**src/vxrb_pkg.sv**
```systemverilog
// package for the extended display register bank
package vxrb_pkg;
    // index byte layout
    localparam int IDX_REG_LSB  = 0;
    localparam int IDX_REG_W    = 6;
    localparam int IDX_OFS_LSB  = 6;
    localparam int IDX_OFS_W    = 2;
    // register indices
    localparam logic [5:0] REG_SCRATCH_0      = 6'h00;
    localparam logic [5:0] REG_SCRATCH_4      = 6'h04;
    localparam logic [5:0] REG_BUS_MEM_TIMING = 6'h05;
    localparam logic [5:0] REG_TEXT_FIFO_ROM  = 6'h06;
    localparam logic [5:0] REG_DISP_FIFO_ROM  = 6'h20;
    localparam logic [5:0] REG_ROM_TIME_A17   = 6'h23;
    localparam logic [5:0] REG_ROM_PAGE_LOW   = 6'h24;
    localparam logic [5:0] REG_ROM_PAGE_HIGH  = 6'h25;
    localparam logic [5:0] REG_DISP_MISC_OPT  = 6'h26;
    localparam logic [5:0] REG_LINE_CNT_HIGH  = 6'h28;
    localparam logic [5:0] REG_LINE_CNT_LOW   = 6'h29;
    localparam logic [5:0] REG_WAIT_LOCK_DLY  = 6'h2B;
    localparam logic [5:0] REG_UPPER_ADDR     = 6'h2D;
    localparam logic [5:0] REG_PAGE_HSYNC     = 6'h2E;
    localparam logic [5:0] REG_DISP_SKEW_MISC = 6'h30;
    // writable-bit masks; other bits are reserved
    localparam logic [7:0] MASK_TEXT_FIFO_ROM = 8'h77;
    localparam logic [7:0] MASK_DISP_FIFO_ROM = 8'h7F;
    localparam logic [7:0] MASK_ROM_TIME_A17  = 8'h1F;
    localparam logic [7:0] MASK_DISP_MISC_OPT = 8'hC9;
    localparam logic [7:0] MASK_WAIT_LOCK_DLY = 8'hDF;
    localparam logic [7:0] MASK_DISP_SKEW     = 8'h01;
    // field positions
    localparam int PROCESSOR_CLOCK_LSB    = 0;
    localparam int RDRDY_LSB     = 4;
    localparam int PLANAR_DLY    = 6;
    localparam int BLINK_HALF    = 7;
    localparam int ROMCYC_LSB    = 4;
    localparam int ROM_PAGE_LOCK = 4;
    localparam int CLK_LOCK      = 4;
    localparam int SOLID_UL      = 6;
    localparam int FORCE_RD      = 7;
    localparam int TEXT_DLY      = 6;
    localparam int HSKEW_LSB     = 5;
    // reset values
    localparam logic [7:0] RST_BUS_MEM_TIMING = 8'h06;
    localparam logic [7:0] RST_TEXT_FIFO_ROM  = 8'h32;
    localparam logic [7:0] RST_DISP_FIFO_ROM  = 8'h08;
    localparam logic [7:0] RST_ZERO           = 8'h00;
    // default base port and offset after firmware setup
    localparam logic [11:0] BASE_PORT_DEFAULT = 12'h1CE;
    localparam logic [1:0]  OFFSET_DEFAULT    = 2'h2;
    localparam logic [11:0] MISC_RD_PORT      = 12'h3CC;

    typedef struct packed {
        logic [3:0] cpu_cmd_clocks;
        logic [1:0] read_ready_delay;
        logic       planar_latch_delay;
        logic       blink_half_rate;
        logic [2:0] text_fifo_depth;
        logic [2:0] rom_read_clocks;
        logic [3:0] display_fifo_thresh;
        logic [2:0] rom_access_time;
        logic [3:0] cursor_addr_hi;
        logic [3:0] start_addr_hi;
        logic [3:0] char_map_addr_hi;
        logic       solid_underline;
        logic       force_misc_zero;
        logic       text_latch_delay;
        logic [1:0] write_page_hi;
        logic [1:0] read_page_hi;
        logic [2:0] hsync_skew;
        logic       de_skew_char;
    } vxrb_ctrl_t;
endpackage
```
**src/vxrb_bank.sv**
```systemverilog
// indexed extended register bank behind a programmable i/o port pair
`timescale 1ns/100ps
module vxrb_bank #(
    parameter logic [11:0] BASE_RESET = vxrb_pkg::BASE_PORT_DEFAULT,
    parameter logic [1:0]  OFS_RESET  = vxrb_pkg::OFFSET_DEFAULT
) (
    input  wire logic         ref_clk,
    input  wire logic         sys_rst,
    input  wire logic         cfg_wr,
    input  wire logic [11:0]  cfg_base,
    input  wire logic [1:0]   cfg_offset,
    input  wire logic         io_wr,
    input  wire logic         io_rd,
    input  wire logic [11:0]  io_addr,
    input  wire logic [15:0]  io_wdata,
    output logic      [7:0]   io_rdata,
    output logic              io_hit,
    input  wire logic [7:0]   misc_out_value,
    input  wire logic [9:0]   line_count,
    output vxrb_pkg::vxrb_ctrl_t ctrl
);
    logic [11:0] base_port;
    logic [1:0]  index_ofs;
    logic [7:0]  extended_index;
    logic [7:0]  scratch [0:4];
    logic [7:0]  bus_memory_timing;
    logic [7:0]  text_fifo_rom_cycle;
    logic [7:0]  display_fifo_rom_width;
    logic [7:0]  rom_time_addr_bit17;
    logic [7:0]  rom_page_low;
    logic [7:0]  rom_page_high;
    logic [7:0]  display_misc_options;
    logic [7:0]  wait_state_lock_delay;
    logic [7:0]  upper_address_bits;
    logic [7:0]  page_pointer_hsync_skew;
    logic [7:0]  display_skew_misc;
    logic [9:0]  line_sync1;
    logic [9:0]  line_sync2;
    logic [9:0]  line_sync3;
    logic [9:0]  line_hold;
    logic        idx_port;
    logic        data_port;
    logic        wr16;
    logic [7:0]  wr_idx;
    logic [7:0]  wr_data;
    logic        wr_ok;
    logic [5:0]  wr_reg;
    logic [5:0]  rd_reg;
    logic        rd_ok;
    logic [7:0]  next_rdata;
    logic        next_hit;

    // base port and offset, written by firmware setup
    always_ff @(posedge ref_clk) begin
        if (sys_rst) begin
            base_port <= BASE_RESET;
            index_ofs <= OFS_RESET;
        end else if (cfg_wr) begin
            base_port <= cfg_base;
            index_ofs <= cfg_offset;
        end
    end

    assign idx_port  = (io_addr == base_port);
    assign data_port = (io_addr == base_port + 12'h001);
    // word write carries index low, data high
    assign wr16    = io_wr && idx_port;
    assign wr_idx  = io_wdata[7:0];
    assign wr_data = io_wdata[15:8];
    localparam int IDX_HI = vxrb_pkg::IDX_OFS_LSB + vxrb_pkg::IDX_OFS_W - 1;
    // offset bits must match the configured offset
    assign wr_ok  = wr16 &&
        (wr_idx[IDX_HI:vxrb_pkg::IDX_OFS_LSB] == index_ofs);
    assign wr_reg = wr_idx[5:0];
    assign rd_ok  = (extended_index[IDX_HI:vxrb_pkg::IDX_OFS_LSB]
                     == index_ofs);
    assign rd_reg = extended_index[5:0];

    always_ff @(posedge ref_clk) begin
        if (sys_rst) begin
            extended_index <= vxrb_pkg::RST_ZERO;
        end else if (wr16) begin
            extended_index <= wr_idx;
        end
    end

    genvar g;
    generate
        for (g = 0; g < 5; g++) begin : g_scr
            always_ff @(posedge ref_clk) begin
                if (sys_rst) begin
                    scratch[g] <= vxrb_pkg::RST_ZERO;
                end else if (wr_ok && wr_reg == 6'(g)) begin
                    scratch[g] <= wr_data;
                end
            end
        end
    endgenerate

    // command clock field, locked by page register bit 4
    always_ff @(posedge ref_clk) begin
        if (sys_rst) begin
            bus_memory_timing <= vxrb_pkg::RST_BUS_MEM_TIMING;
        end else if (wr_ok && wr_reg == vxrb_pkg::REG_BUS_MEM_TIMING) begin
            bus_memory_timing[7:4] <= wr_data[7:4];
            if (!page_pointer_hsync_skew[vxrb_pkg::CLK_LOCK]) begin
                bus_memory_timing[3:0] <= wr_data[3:0];
            end
        end
    end

    // text fifo and rom cycle, rom page lock
    always_ff @(posedge ref_clk) begin
        if (sys_rst) begin
            text_fifo_rom_cycle <= vxrb_pkg::RST_TEXT_FIFO_ROM;
        end else if (wr_ok && wr_reg == vxrb_pkg::REG_TEXT_FIFO_ROM) begin
            text_fifo_rom_cycle[2:0] <= wr_data[2:0];
            if (!rom_page_low[vxrb_pkg::ROM_PAGE_LOCK]) begin
                text_fifo_rom_cycle[6:4] <= wr_data[6:4];
            end
        end
    end

    always_ff @(posedge ref_clk) begin
        if (sys_rst) begin
            display_fifo_rom_width  <= vxrb_pkg::RST_DISP_FIFO_ROM;
            rom_time_addr_bit17     <= vxrb_pkg::RST_ZERO;
            rom_page_low            <= vxrb_pkg::RST_ZERO;
            rom_page_high           <= vxrb_pkg::RST_ZERO;
            display_misc_options    <= vxrb_pkg::RST_ZERO;
            wait_state_lock_delay   <= vxrb_pkg::RST_ZERO;
            upper_address_bits      <= vxrb_pkg::RST_ZERO;
            page_pointer_hsync_skew <= vxrb_pkg::RST_ZERO;
            display_skew_misc       <= vxrb_pkg::RST_ZERO;
        end else if (wr_ok) begin
            case (wr_reg)
                vxrb_pkg::REG_DISP_FIFO_ROM: display_fifo_rom_width <=
                    wr_data & vxrb_pkg::MASK_DISP_FIFO_ROM;
                vxrb_pkg::REG_ROM_TIME_A17: rom_time_addr_bit17 <=
                    wr_data & vxrb_pkg::MASK_ROM_TIME_A17;
                vxrb_pkg::REG_ROM_PAGE_LOW: rom_page_low <= wr_data;
                vxrb_pkg::REG_ROM_PAGE_HIGH: rom_page_high <= wr_data;
                vxrb_pkg::REG_DISP_MISC_OPT: display_misc_options <=
                    wr_data & vxrb_pkg::MASK_DISP_MISC_OPT;
                vxrb_pkg::REG_WAIT_LOCK_DLY: wait_state_lock_delay <=
                    wr_data & vxrb_pkg::MASK_WAIT_LOCK_DLY;
                vxrb_pkg::REG_UPPER_ADDR: upper_address_bits <= wr_data;
                vxrb_pkg::REG_PAGE_HSYNC: page_pointer_hsync_skew <=
                    wr_data;
                vxrb_pkg::REG_DISP_SKEW_MISC: display_skew_misc <=
                    wr_data & vxrb_pkg::MASK_DISP_SKEW;
                default: ;
            endcase
        end
    end

    // line counter comes from another timing source
    // a word is taken only when two synchronised samples agree, so a
    // count caught mid-change with skewed bits never reaches the host
    always_ff @(posedge ref_clk) begin
        if (sys_rst) begin
            line_sync1 <= 10'h000;
            line_sync2 <= 10'h000;
            line_sync3 <= 10'h000;
            line_hold  <= 10'h000;
        end else begin
            line_sync1 <= line_count;
            line_sync2 <= line_sync1;
            line_sync3 <= line_sync2;
            if (line_sync2 == line_sync3) begin
                line_hold <= line_sync2;
            end
        end
    end

    // read mux, unmapped and reserved read as zero
    always_comb begin
        next_rdata = 8'h00;
        next_hit   = 1'b0;
        if (io_rd && idx_port) begin
            next_rdata = extended_index;
            next_hit   = 1'b1;
        end else if (io_rd && data_port) begin
            next_hit = 1'b1;
            if (rd_ok) begin
                case (rd_reg)
                    6'h00, 6'h01, 6'h02, 6'h03, 6'h04:
                        next_rdata = scratch[rd_reg[2:0]];
                    vxrb_pkg::REG_BUS_MEM_TIMING:
                        next_rdata = bus_memory_timing;
                    vxrb_pkg::REG_TEXT_FIFO_ROM:
                        next_rdata = text_fifo_rom_cycle;
                    vxrb_pkg::REG_DISP_FIFO_ROM:
                        next_rdata = display_fifo_rom_width;
                    vxrb_pkg::REG_ROM_TIME_A17:
                        next_rdata = rom_time_addr_bit17;
                    vxrb_pkg::REG_ROM_PAGE_LOW:
                        next_rdata = rom_page_low;
                    vxrb_pkg::REG_ROM_PAGE_HIGH:
                        next_rdata = rom_page_high;
                    vxrb_pkg::REG_DISP_MISC_OPT:
                        next_rdata = display_misc_options;
                    vxrb_pkg::REG_LINE_CNT_HIGH:
                        next_rdata = {6'h00, line_hold[9:8]};
                    vxrb_pkg::REG_LINE_CNT_LOW:
                        next_rdata = line_hold[7:0];
                    vxrb_pkg::REG_WAIT_LOCK_DLY:
                        next_rdata = wait_state_lock_delay;
                    vxrb_pkg::REG_UPPER_ADDR:
                        next_rdata = upper_address_bits;
                    vxrb_pkg::REG_PAGE_HSYNC:
                        next_rdata = page_pointer_hsync_skew;
                    vxrb_pkg::REG_DISP_SKEW_MISC:
                        next_rdata = display_skew_misc;
                    default: next_rdata = 8'h00;
                endcase
            end
        end else if (io_rd && io_addr == vxrb_pkg::MISC_RD_PORT) begin
            next_hit = 1'b1;
            if (display_misc_options[vxrb_pkg::FORCE_RD]) begin
                next_rdata = {7'h00, misc_out_value[0]};
            end else begin
                next_rdata = misc_out_value;
            end
        end
    end

    always_ff @(posedge ref_clk) begin
        if (sys_rst) begin
            io_rdata <= 8'h00;
            io_hit   <= 1'b0;
        end else begin
            io_rdata <= next_rdata;
            io_hit   <= next_hit;
        end
    end

    always_comb begin
        ctrl.cpu_cmd_clocks      = bus_memory_timing[3:0];
        ctrl.read_ready_delay    = bus_memory_timing[5:4];
        ctrl.planar_latch_delay  = bus_memory_timing[vxrb_pkg::PLANAR_DLY];
        ctrl.blink_half_rate     = bus_memory_timing[vxrb_pkg::BLINK_HALF];
        ctrl.text_fifo_depth     = text_fifo_rom_cycle[2:0];
        ctrl.rom_read_clocks     = text_fifo_rom_cycle[6:4];
        ctrl.display_fifo_thresh = display_fifo_rom_width[3:0];
        ctrl.rom_access_time     = rom_time_addr_bit17[2:0];
        ctrl.cursor_addr_hi      = {upper_address_bits[1:0],
                                    rom_time_addr_bit17[3], 1'b0};
        ctrl.start_addr_hi       = {upper_address_bits[3:2],
                                    rom_time_addr_bit17[4], 1'b0};
        ctrl.char_map_addr_hi    = upper_address_bits[7:4];
        ctrl.solid_underline     = display_misc_options[vxrb_pkg::SOLID_UL];
        ctrl.force_misc_zero     = display_misc_options[vxrb_pkg::FORCE_RD];
        ctrl.text_latch_delay    = wait_state_lock_delay[vxrb_pkg::TEXT_DLY];
        ctrl.write_page_hi       = page_pointer_hsync_skew[1:0];
        ctrl.read_page_hi        = page_pointer_hsync_skew[3:2];
        ctrl.hsync_skew          = page_pointer_hsync_skew[7:5];
        ctrl.de_skew_char        = display_skew_misc[0];
    end
endmodule

```
**config.mk**
```make
export PLATFORM = sky130hd
export DESIGN_NAME = vxrb_bank
export DESIGN_NICKNAME = d
export VERILOG_FILES = /design/src/vxrb_pkg.sv /design/src/vxrb_bank.sv
export SDC_FILE = /design/constraint.sdc
export NUM_CORES = 1
export LEC_CHECK = 0
export BUFFER_PORTS_ARGS = -buffer_cell sky130_fd_sc_hd__buf_2
export CAP_MARGIN = 20
export CORE_MARGIN = 1.5
export CORE_UTILIZATION = 58
export DETAILED_ROUTE_END_ITERATION = 12
export GPL_TIMING_DRIVEN = 0
export HOLD_SLACK_MARGIN = 0.02
export PLACE_DENSITY_LB_ADDON = 0.2
export SYNTH_ARGS = -nofsm -noshare
export SYNTH_HDL_FRONTEND = slang
export SYNTH_SLANG_ARGS = --single-unit
export TNS_END_PERCENT = 100
```
**constraint.sdc**
```tcl
create_clock -name ref_clk -period 3.3 [get_ports ref_clk]
set_clock_uncertainty 0.15 [all_clocks]
set_input_delay 0.66 -clock ref_clk [delete_from_list [all_inputs] [get_ports ref_clk]]
set_output_delay 0.66 -clock ref_clk [all_outputs]
set_load 0.005 [all_outputs]
```
Word level (Yosys, flattened, before mapping)
Memory sizes are Yosys's and may differ from the RTL's. A register that Yosys moved wholly into a read port is not among the register bits.
Index checks and enable logic that the tools add are counted.

storage, ports and cells
  logic and storage cells = 128
  input bits = 65
  output and inout port bits = 53
  bits in writable memories = 40
  flip-flop bits (word level) = 141
  memories = 1

cells by class
  reductions and logical operators = 26
  $add $sub $neg = 1
  bitwise operators = 7
  muxes and demuxes = 33
  equal/unequal tests = 38

memories
  name     words  width  read ports  clocked after memory_dff  wr ports  line             text
  scratch  5      8      1           1                         5         vxrb_bank.sv:25  logic [7:0] scratch [0:4];

operator list
  kind                                                    number
  equality test 6 bit (second input constant)             20
  case mux 8 bit (14 select lines)                        1
  2-to-1 mux 8 bit                                        10
  equality test 6 x 3 -> 1 bit (second input constant)    6
  equality test 12 bit                                    2
  equality test 6 x 2 -> 1 bit (second input constant)    4
  AND reduction 2 bit                                     11
  2-to-1 mux 1 bit                                        20
  adder 12 x 1 -> 12 bit (second input constant)          1
  equality test 12 x 10 -> 1 bit (second input constant)  1
  equality test 6 x 1 -> 1 bit (second input constant)    2
  logical AND 1 bit                                       12
  zero test 6 bit                                         2
  equality test 10 bit                                    1
  2-to-1 mux 3 bit                                        2
  bitwise OR 1 bit                                        5
  OR reduction 5 bit                                      1
  equality test 2 bit                                     2
  inverter 1 bit                                          2

Depth between registers and ports, before layout
Gate-level depths: netlist of run 1.

  word-level depth = 8
  mapped depth = 10
  mapped depth without buffers = 7

Worst setup path before layout of run 1
Ideal clock, no wire load.

  path kind = input-to-reg
  start point = input port io_addr[3]
  end point = memory scratch[4][0] (enable)
  setup slack = 283 ps
  arrival = 2,481 ps
  buffers on the path = 0
  required time = 2,763 ps
  stages = 5
  setup time = 387 ps
  path through = xor2_1 nor4b_4 nand4_4 or2_1 o31ai_1

RTL lines
  item         line             text
  from (decl)  vxrb_bank.sv:14  input wire logic [11:0] io_addr,
  to (decl)    vxrb_bank.sv:25

Final worst setup path of run 1
  start point = register extended_index[1]
  end point = register io_rdata[5]

between the ends
  word-level cells in the longest chain between the ends = 6
  elaborated cells on any way between the ends = 23
  those cells by class = 17 x eq/ne; 4 x mux; 2 x reduce/logical

ends and longest elaborated chain
  item                                                  line              text
  from (decl)                                           vxrb_bank.sv:24   logic [7:0] extended_index;
  from (signal assigned)                                vxrb_bank.sv:81   extended_index <= vxrb_pkg::RST_ZERO;
  from (signal assigned)                                vxrb_bank.sv:83   extended_index <= wr_idx;
  equality test 6 x 1 -> 1 bit (tied with other cells)  vxrb_bank.sv:186  case (rd_reg)
  OR reduction 5 bit                                    vxrb_bank.sv:186
  case mux 8 bit (14 select lines) (*)                  vxrb_bank.sv:186
  2-to-1 mux 8 bit (*)                                  vxrb_bank.sv:185  if (rd_ok) begin
  2-to-1 mux 8 bit (*)                                  vxrb_bank.sv:183  end else if (io_rd && data_port) begin
  2-to-1 mux 8 bit (*)                                  vxrb_bank.sv:180  if (io_rd && idx_port) begin
  to (signal assigned)                                  vxrb_bank.sv:233  io_rdata <= next_rdata;
  to (decl)                                             vxrb_bank.sv:16   output logic [7:0] io_rdata,

Mark *: on every way between the ends. The rest lies on a longest branch, timed or not.
A chain may end at the register's enable or synchronous reset.

==> out/summary.txt, run 1 <==
Status -> finished clean
Fin crit period -> 3.08 ns
Initial DRC count -> 769
Worst skew pair latency -> 0.43 ns
Peak supply drop -> 0.000379 V
Synth warnings -> 0
Top routing layer in use -> met4
First-pass GRT wire length -> 37.1 mm
Post-synthesis instance total -> 873
Most frequent cells in the layout -> dfxtp_1 (144), nor2_1 (123), buf_2 (121)
HP Class -> input pin to flip-flop
Critical path required time -> 3.47 ns
ANT cells -> 0
WL/cell -> 19.7 um
Final worst path period share -> 0.933
Post-DP HPWL -> 17.5 mm
Core area -> 14500 um^2
Met3 routed WL -> 2.12 mm
Slew Viols, Final -> 0
Clock sink count -> 184
Worst-path cell chain -> buf_1 -> clkbuf_1 -> nor3_1 -> a221oi_1 -> nand4_1 -> nand4_1 -> nand3_1
Synth Register Bits -> 184
Num rows -> 44
Vias in the first global route -> 6792
P_sw -> 1.11 mW
Mapped cell area -> 8660 um^2
Starting Density -> 0.596
Cts bufs inserted -> 17
Final setup violation count -> 0
Critical-path top delay cell -> clkbuf_1
Post-CTS setup repair buffer count -> 0
Async S/R FF share, synth -> 0
Vias per cell -> 5.94
Clock Tree Root -> clkbuf_16
Filler cells -> 1178
Drt drc -> 0
Metal-1 WL -> 9.95 mm
Seq pwr share -> 0.513
Setup crit end kind -> flip-flop
DIE AREA -> 15700 um^2
# port buffers -> 111
Leakage -> 4.17 nW
Routed via count -> 7145
Fin nets -> 1072
CTS clock-pin slew for the worst setup and hold paths -> 0.06 ns
Ys flop type -> dfxtp_1
Drt total wl -> 23.7 mm
Layout area overhead -> 15.7%
Slowest stage delay, CP -> 0.58 ns
Worst Path Arrival -> 3.24 ns
Pint -> 3.51 mW
Die W -> 125 um
Initial antenna violation count -> 0
Slew margin rel. -> 0.275
CTS max path bufs -> 2
First-pass iteration count of the detailed router -> 5
Overall Global Routing Usage -> 0.305
CP Max Fanout -> 10
H-Tree Depth -> 4
P per Cell Area -> 461 nW/um^2
Fin. Hold Viols -> 0
Metal2 WL -> 10.6 mm
CTS Hold Bufs -> 0
Comb pwr share -> 0.071
Largest net degree at the start of global routing -> 17
Final Power -> 4.62 mW
Unrepaired setup endpoints after global routing -> false
Worst slew pin tran -> 1.08 ns
Mean Syn Cell Area -> 9.92 um^2
Worst setup SP type -> flip-flop
Register area share after synthesis -> 0.472
Layout cells sized above 1 -> 0.196
Routed Antenna Nets -> 0
WS Path Type -> flip-flop to flip-flop
Gr ovfl total -> 0
Max Cap Violations -> 0
Clock share of power -> 0.416
Placer Congestion -> 0.978
Sw frac -> 0.239
I/O pin cnt -> 118
CTS tree -> done
Most frequent CP cell -> nand4_1
Die height -> 125 um
Number of synthesized flops with an enable pin -> 40
Post-CTS Resized -> 0
F_max -> 0.325 GHz
Synth cell types -> 70
Commonest non-fill, non-tap cell in the layout -> dfxtp_1
Post-Route Utilization -> 0.689
worst max-delay path: cells and delay by family (launching register included):
kind,cells,cell delay (ns)
buffers and inverters,2,1.07
AND/OR/NAND/NOR,4,0.90
AO/OA/AOI/OAI,1,0.42
flip-flops,1,0.41
worst paths after layout:
path / start / to / slack (ns) / cells past startpoint
worst max-delay path: extended_index[1]$_SDFFE_PP0P_ / io_rdata[5]$_SDFF_PP0_ / 0.22 / 7
worst min-delay path: line_count[4] / line_sync1[4]$_SDFF_PP0_ / 0.28 / 2
worst min register to register: line_sync1[0]$_SDFF_PP0_ / line_sync2[0]$_SDFF_PP0_ / 0.29 / 1
worst max register to register: extended_index[1]$_SDFFE_PP0P_ / io_rdata[5]$_SDFF_PP0_ / 0.22 / 7
cell usage after synthesis, types with 10 or more instances:
cell type,n,share of area
mux2i_1,90,0.10
edfxtp_1,40,0.14
dfxtp_1,144,0.33
a22oi_1,13,0.011
nand3_1,21,0.012
nor2_1,123,0.053
nand2_1,76,0.033
clkbuf_1,41,0.018
o211ai_1,10,0.0087
nand4_1,16,0.012
mux2_2,10,0.013
nor2b_1,36,0.026
and2_1,18,0.013
xnor2_1,11,0.011
buf_4,16,0.014
a21oi_1,17,0.0098
xor2_1,22,0.022
final cells by class:
cell class                 instances  area, um^2  share of cell area
buffer                            73         352              0.0351
clock inverter                    10        70.1             0.00700
sequential                       184        4080               0.408
inverter                           8        30.0             0.00300
tap                              184         230              0.0230
timing repair buffer             113         566              0.0565
clock buffer                      22         485              0.0485
multi-input combinational        609        4200               0.419
power by group through the flow:
stage	logic (mW)	registers [mW]	clock network [mW]
after floorplan	0.210	2.41	0
after global placement	0.319	2.42	0
after detailed placement	0.324	2.42	0
after CTS	0.326	2.37	1.93
after global routing	0.358	2.37	2.03
final	0.330	2.37	1.92
registers in the layout (all words and copies together), names as in the netlist, 4 cells and up, named ones only:
register and flops:
scratch 40, page_pointer_hsync_skew 8, upper_address_bits 8, rom_page_high 8, rom_page_low 8, rom_time_addr_bit17 5
bus_memory_timing 8, line_sync3 10, extended_index 8, display_fifo_rom_width 7, display_misc_options 4, line_sync1 10
line_sync2 10, base_port 12, text_fifo_rom_cycle 6, wait_state_lock_delay 7, line_hold 10, io_rdata 8
layer usage:
| layer | GRT usage | vias to the layer above |
|---|---|---|
| li1 | - | 3337 |
| met1 | 0.407 | 3355 |
| met2 | 0.470 | 382 |
| met3 | 0.0697 | 71 |
| met4 | 0.152 | 0 |
| met5 | 0 | - |
cells by family after synthesis:
group | share of synthesized area
other | 0.000433
adders and majority gates | 0.00144
DFF | 0.472
buffers and inverters | 0.0441
and+or+nand+nor | 0.235
xor gates and xnor gates | 0.0334
muxes | 0.138
AOI/OAI and AO/OA | 0.0759
per-stage QoR:
step	setup WS, ns	hold WS [ns]	instance area, um^2	std cells	setup TNS, ns
2_1_floorplan	0.283	0.264	8660	874	0
3_3_place_gp	-0.278	0.268	9450	1169	-3.46
3_5_place_dp	-0.205	0.272	9450	1170	-2.12
4_1_cts	0.147	0.273	10000	1202	0
5_1_grt	0.123	0.280	10000	1203	0
6_report	0.223	0.283	10000	1203	0
(Power assumes the default switching activity.)
==> run 2, diff against run 1 <==
--- a/config.mk
+++ b/config.mk
@@ -8,7 +8,7 @@
 export BUFFER_PORTS_ARGS = -buffer_cell sky130_fd_sc_hd__buf_2
 export CAP_MARGIN = 20
 export CORE_MARGIN = 1.5
-export CORE_UTILIZATION = 58
+export CORE_UTILIZATION = 52
 export DETAILED_ROUTE_END_ITERATION = 12
 export GPL_TIMING_DRIVEN = 0
 export HOLD_SLACK_MARGIN = 0.02
==> constraint.sdc (replaced) <==
create_clock -name ref_clk -period 2.8 [get_ports ref_clk]
set_clock_uncertainty 0.15 [all_clocks]
set_input_delay 0.56 -clock ref_clk [delete_from_list [all_inputs] [get_ports ref_clk]]
set_output_delay 0.56 -clock ref_clk [all_outputs]
set_load 0.005 [all_outputs]
==> run 2 against run 1 <==
  * Flip-flop and latch count unchanged
  * Final cell count increased by 2.7%
  * Non-clock buffer count is 1 higher
  * First-iteration DRC count is 12% lower
  * Global-route usage shrank 2.3 points
==> out/summary.txt, run 2 (synthesized netlist as in run 1, its figures left out) <==
Initial antenna violation count -> 0 (unchanged)
Placed Instance Area -> 9490 um^2 (was 9450 um^2)
Commonest non-fill, non-tap cell in the layout -> dfxtp_1 (unchanged)
Drt total wl -> 24.4 mm (was 23.7 mm)
Critical path required time -> 2.72 ns (was 3.47 ns)
Final setup violation count -> 0 (unchanged)
Final worst setup slack -> 0.00878 ns (was 0.223 ns)
Biggest regs -> scratch x40, base_port x12 (unchanged)
I/O pin cnt -> 118 (unchanged)
Worst Setup SP -> base_port[5]$_SDFFE_PP0P_ (was extended_index[1]$_SDFFE_PP0P_)
Initial DRC count -> 678 (was 769)
Seq pwr share -> 0.506 (was 0.513)
Core area -> 16100 um^2 (was 14500 um^2)
CP endpoint -> scratch[0][1]$_SDFFCE_PN0P_ (was io_rdata[5]$_SDFF_PP0_)
R2r endpoint -> scratch[0][1]$_SDFFCE_PN0P_ (was io_rdata[5]$_SDFF_PP0_)
Gr ovfl total -> 0 (unchanged)
Vias per cell -> 5.80 (was 5.94)
Fin. Hold Viols -> 0 (unchanged)
Cts bufs inserted -> 17 (unchanged)
DIE AREA -> 17400 um^2 (was 15700 um^2)
Routed via count -> 7161 (was 7145)
Fin nets -> 1073 (was 1072)
Clock Tree Root -> clkbuf_16 (unchanged)
Starting Density -> 0.539 (was 0.596)
Worst setup SP type -> flip-flop (unchanged)
Slew margin rel. -> 0.395 (was 0.275)
H-Tree Depth -> 4 (unchanged)
Design Area, Final -> 10200 um^2 (was 10000 um^2)
Worst Path Arrival -> 2.71 ns (was 3.24 ns)
Max Cap Violations -> 0 (unchanged)
Worst Reg-to-Reg Cells -> 6 (was 7)
Post-Route Utilization -> 0.634 (was 0.689)
Leakage -> 4.23 nW (was 4.17 nW)
Peak supply drop -> 0.000471 V (was 0.000379 V)
Largest net degree at the start of global routing -> 18 (was 17)
ANT cells -> 0 (unchanged)
First-pass iteration count of the detailed router -> 6 (was 5)
First-pass GRT wire length -> 37.8 mm (was 37.1 mm)
Fin crit period -> 2.79 ns (was 3.08 ns)
Placer Congestion -> 0.934 (was 0.978)
Status -> finished clean (unchanged)
P_sw -> 1.40 mW (was 1.11 mW)
Clock sink count -> 184 (unchanged)
Pint -> 4.12 mW (was 3.51 mW)
Most flops, register -> scratch (unchanged)
Layout cells sized above 1 -> 0.218 (was 0.196)
Worst skew pair latency -> 0.44 ns (was 0.43 ns)
Setup crit end kind -> flip-flop (unchanged)
Num rows -> 46 (was 44)
Comb pwr share -> 0.073 (was 0.071)
Final Hold Slack -> 0.179 ns (was 0.283 ns)
Vias in the first global route -> 6731 (was 6792)
Most frequent cells in the layout -> dfxtp_1 (144), buf_2 (121), nor2_1 (120) (was dfxtp_1 (144), nor2_1 (123), buf_2 (121))
Drt drc -> 0 (unchanged)
R2r startpoint -> base_port[5]$_SDFFE_PP0P_ (was extended_index[1]$_SDFFE_PP0P_)
F_max -> 0.358 GHz (was 0.325 GHz)
P per Cell Area -> 542 nW/um^2 (was 461 nW/um^2)
Clock share of power -> 0.421 (was 0.416)
# port buffers -> 111 (unchanged)
Slew Viols, Final -> 0 (unchanged)
CTS clock-pin slew for the worst setup and hold paths -> 0.07 ns (was 0.06 ns)
WL/cell -> 19.7 um (about the same)
Post-DP HPWL -> 17.9 mm (was 17.5 mm)
Die height -> 132 um (was 125 um)
Routed Antenna Nets -> 0 (unchanged)
R2R Setup Slk -> 0.009 ns (was 0.22 ns)
Die W -> 132 um (was 125 um)
Unrepaired setup endpoints after global routing -> true (was false)
Hold Path Origin -> line_count[1] (was line_count[4])
Layout area overhead -> 17.7% (was 15.7%)
CTS tree -> done (unchanged)
CTS max path bufs -> 2 (unchanged)
Final worst path period share -> 0.997 (was 0.933)
WS Path Type -> flip-flop to flip-flop (unchanged)
Sw frac -> 0.254 (was 0.239)
Overall Global Routing Usage -> 0.282 (was 0.305)
CP Max Fanout -> 8 (was 10)
Worst slew pin tran -> 0.896 ns (was 1.08 ns)
Pre-CTS WS -> -0.530 ns (was -0.205 ns)
Max reg flops -> 40 (unchanged)
Setup TNS -> 0 ns (unchanged)
Filler cells -> 1391 (was 1178)
HP Class -> input pin to flip-flop (unchanged)
run 2: cell count changes in the layout (fill, tap and decap cells not counted), sizes merged:
| cell | previous run | this run |
|---|---|---|
| clkbuf | 63 | 57 |
| buf | 145 | 148 |
| inv | 12 | 15 |
| clkinv | 3 | 5 |
| clkinvlp | 3 | 1 |
run 2: how the worst min path moves through the flow:
stage	depth (start not counted)	endpoint	slack, ns
4_1_cts	2	line_sync1[0]$_SDFF_PP0_	0.17
3_5_place_dp	1	line_sync2[8]$_SDFF_PP0_	0.27
5_1_grt	2	line_sync1[0]$_SDFF_PP0_	0.18
2_1_floorplan	1	line_sync2[0]$_SDFF_PP0_	0.26
6_report	2	line_sync1[1]$_SDFF_PP0_	0.18
3_3_place_gp	1	line_sync2[9]$_SDFF_PP0_	0.27
run 2: final cells by class:
class,count,area (um^2),area share
well taps,216,270,0.0265
plain buffers,71,348,0.0341
multi-input cells,609,4290,0.421
inverters,8,30.0,0.00295
flip-flops and latches,184,4080,0.401
repair buffers,116,606,0.0594
clock inverters,13,111,0.0109
clock buffers,18,450,0.0442
run 2: stage by stage:
step | total power, mW | instances
4_1_cts | 5.51 | 1234
3_3_place_gp | 3.23 | 1201
2_1_floorplan | 3.09 | 874
3_5_place_dp | 3.24 | 1201
5_1_grt | 5.68 | 1235
6_report | 5.52 | 1235
run 2: worst max-delay path: stages, from the launching register on:
cell and delay, ns:
dfxtp_1 0.32, buf_6 0.13, xor2_1 0.18, nor4b_4 0.48, nand4_4 0.27, or2_1 0.39
o21ai_2 0.50
run 2: repair_timing:
item | in CTS | in global routing
pin swaps | 2 | 7
resized for setup | 12 | 10
endpoints found under the setup margin | 54 | 104
hold endpoints to repair | 0 | 0
hold buffers | 0 | 0
setup buffers | 2 | 3
run 2: per-layer routing:
| metal | vias to the layer above | global-route usage | part of all wire |
|---|---|---|---|
| li1 | 3360 | - | - |
| met1 | 3398 | 0.385 | 0.44 |
| met2 | 357 | 0.448 | 0.46 |
| met3 | 46 | 0.0484 | 0.079 |
| met4 | 0 | 0.111 | 0.024 |
| met5 | - | 0 | 0 |
run 2: power by group through the flow:
stage                     Combinational [mW]  Sequential, mW  Clock [mW]
after floorplan                        0.248            2.84           0
after global placement                 0.381            2.85           0
after detailed placement               0.386            2.85           0
after CTS                              0.393            2.79        2.32
after global routing                   0.434            2.80        2.45
final                                  0.401            2.79        2.33
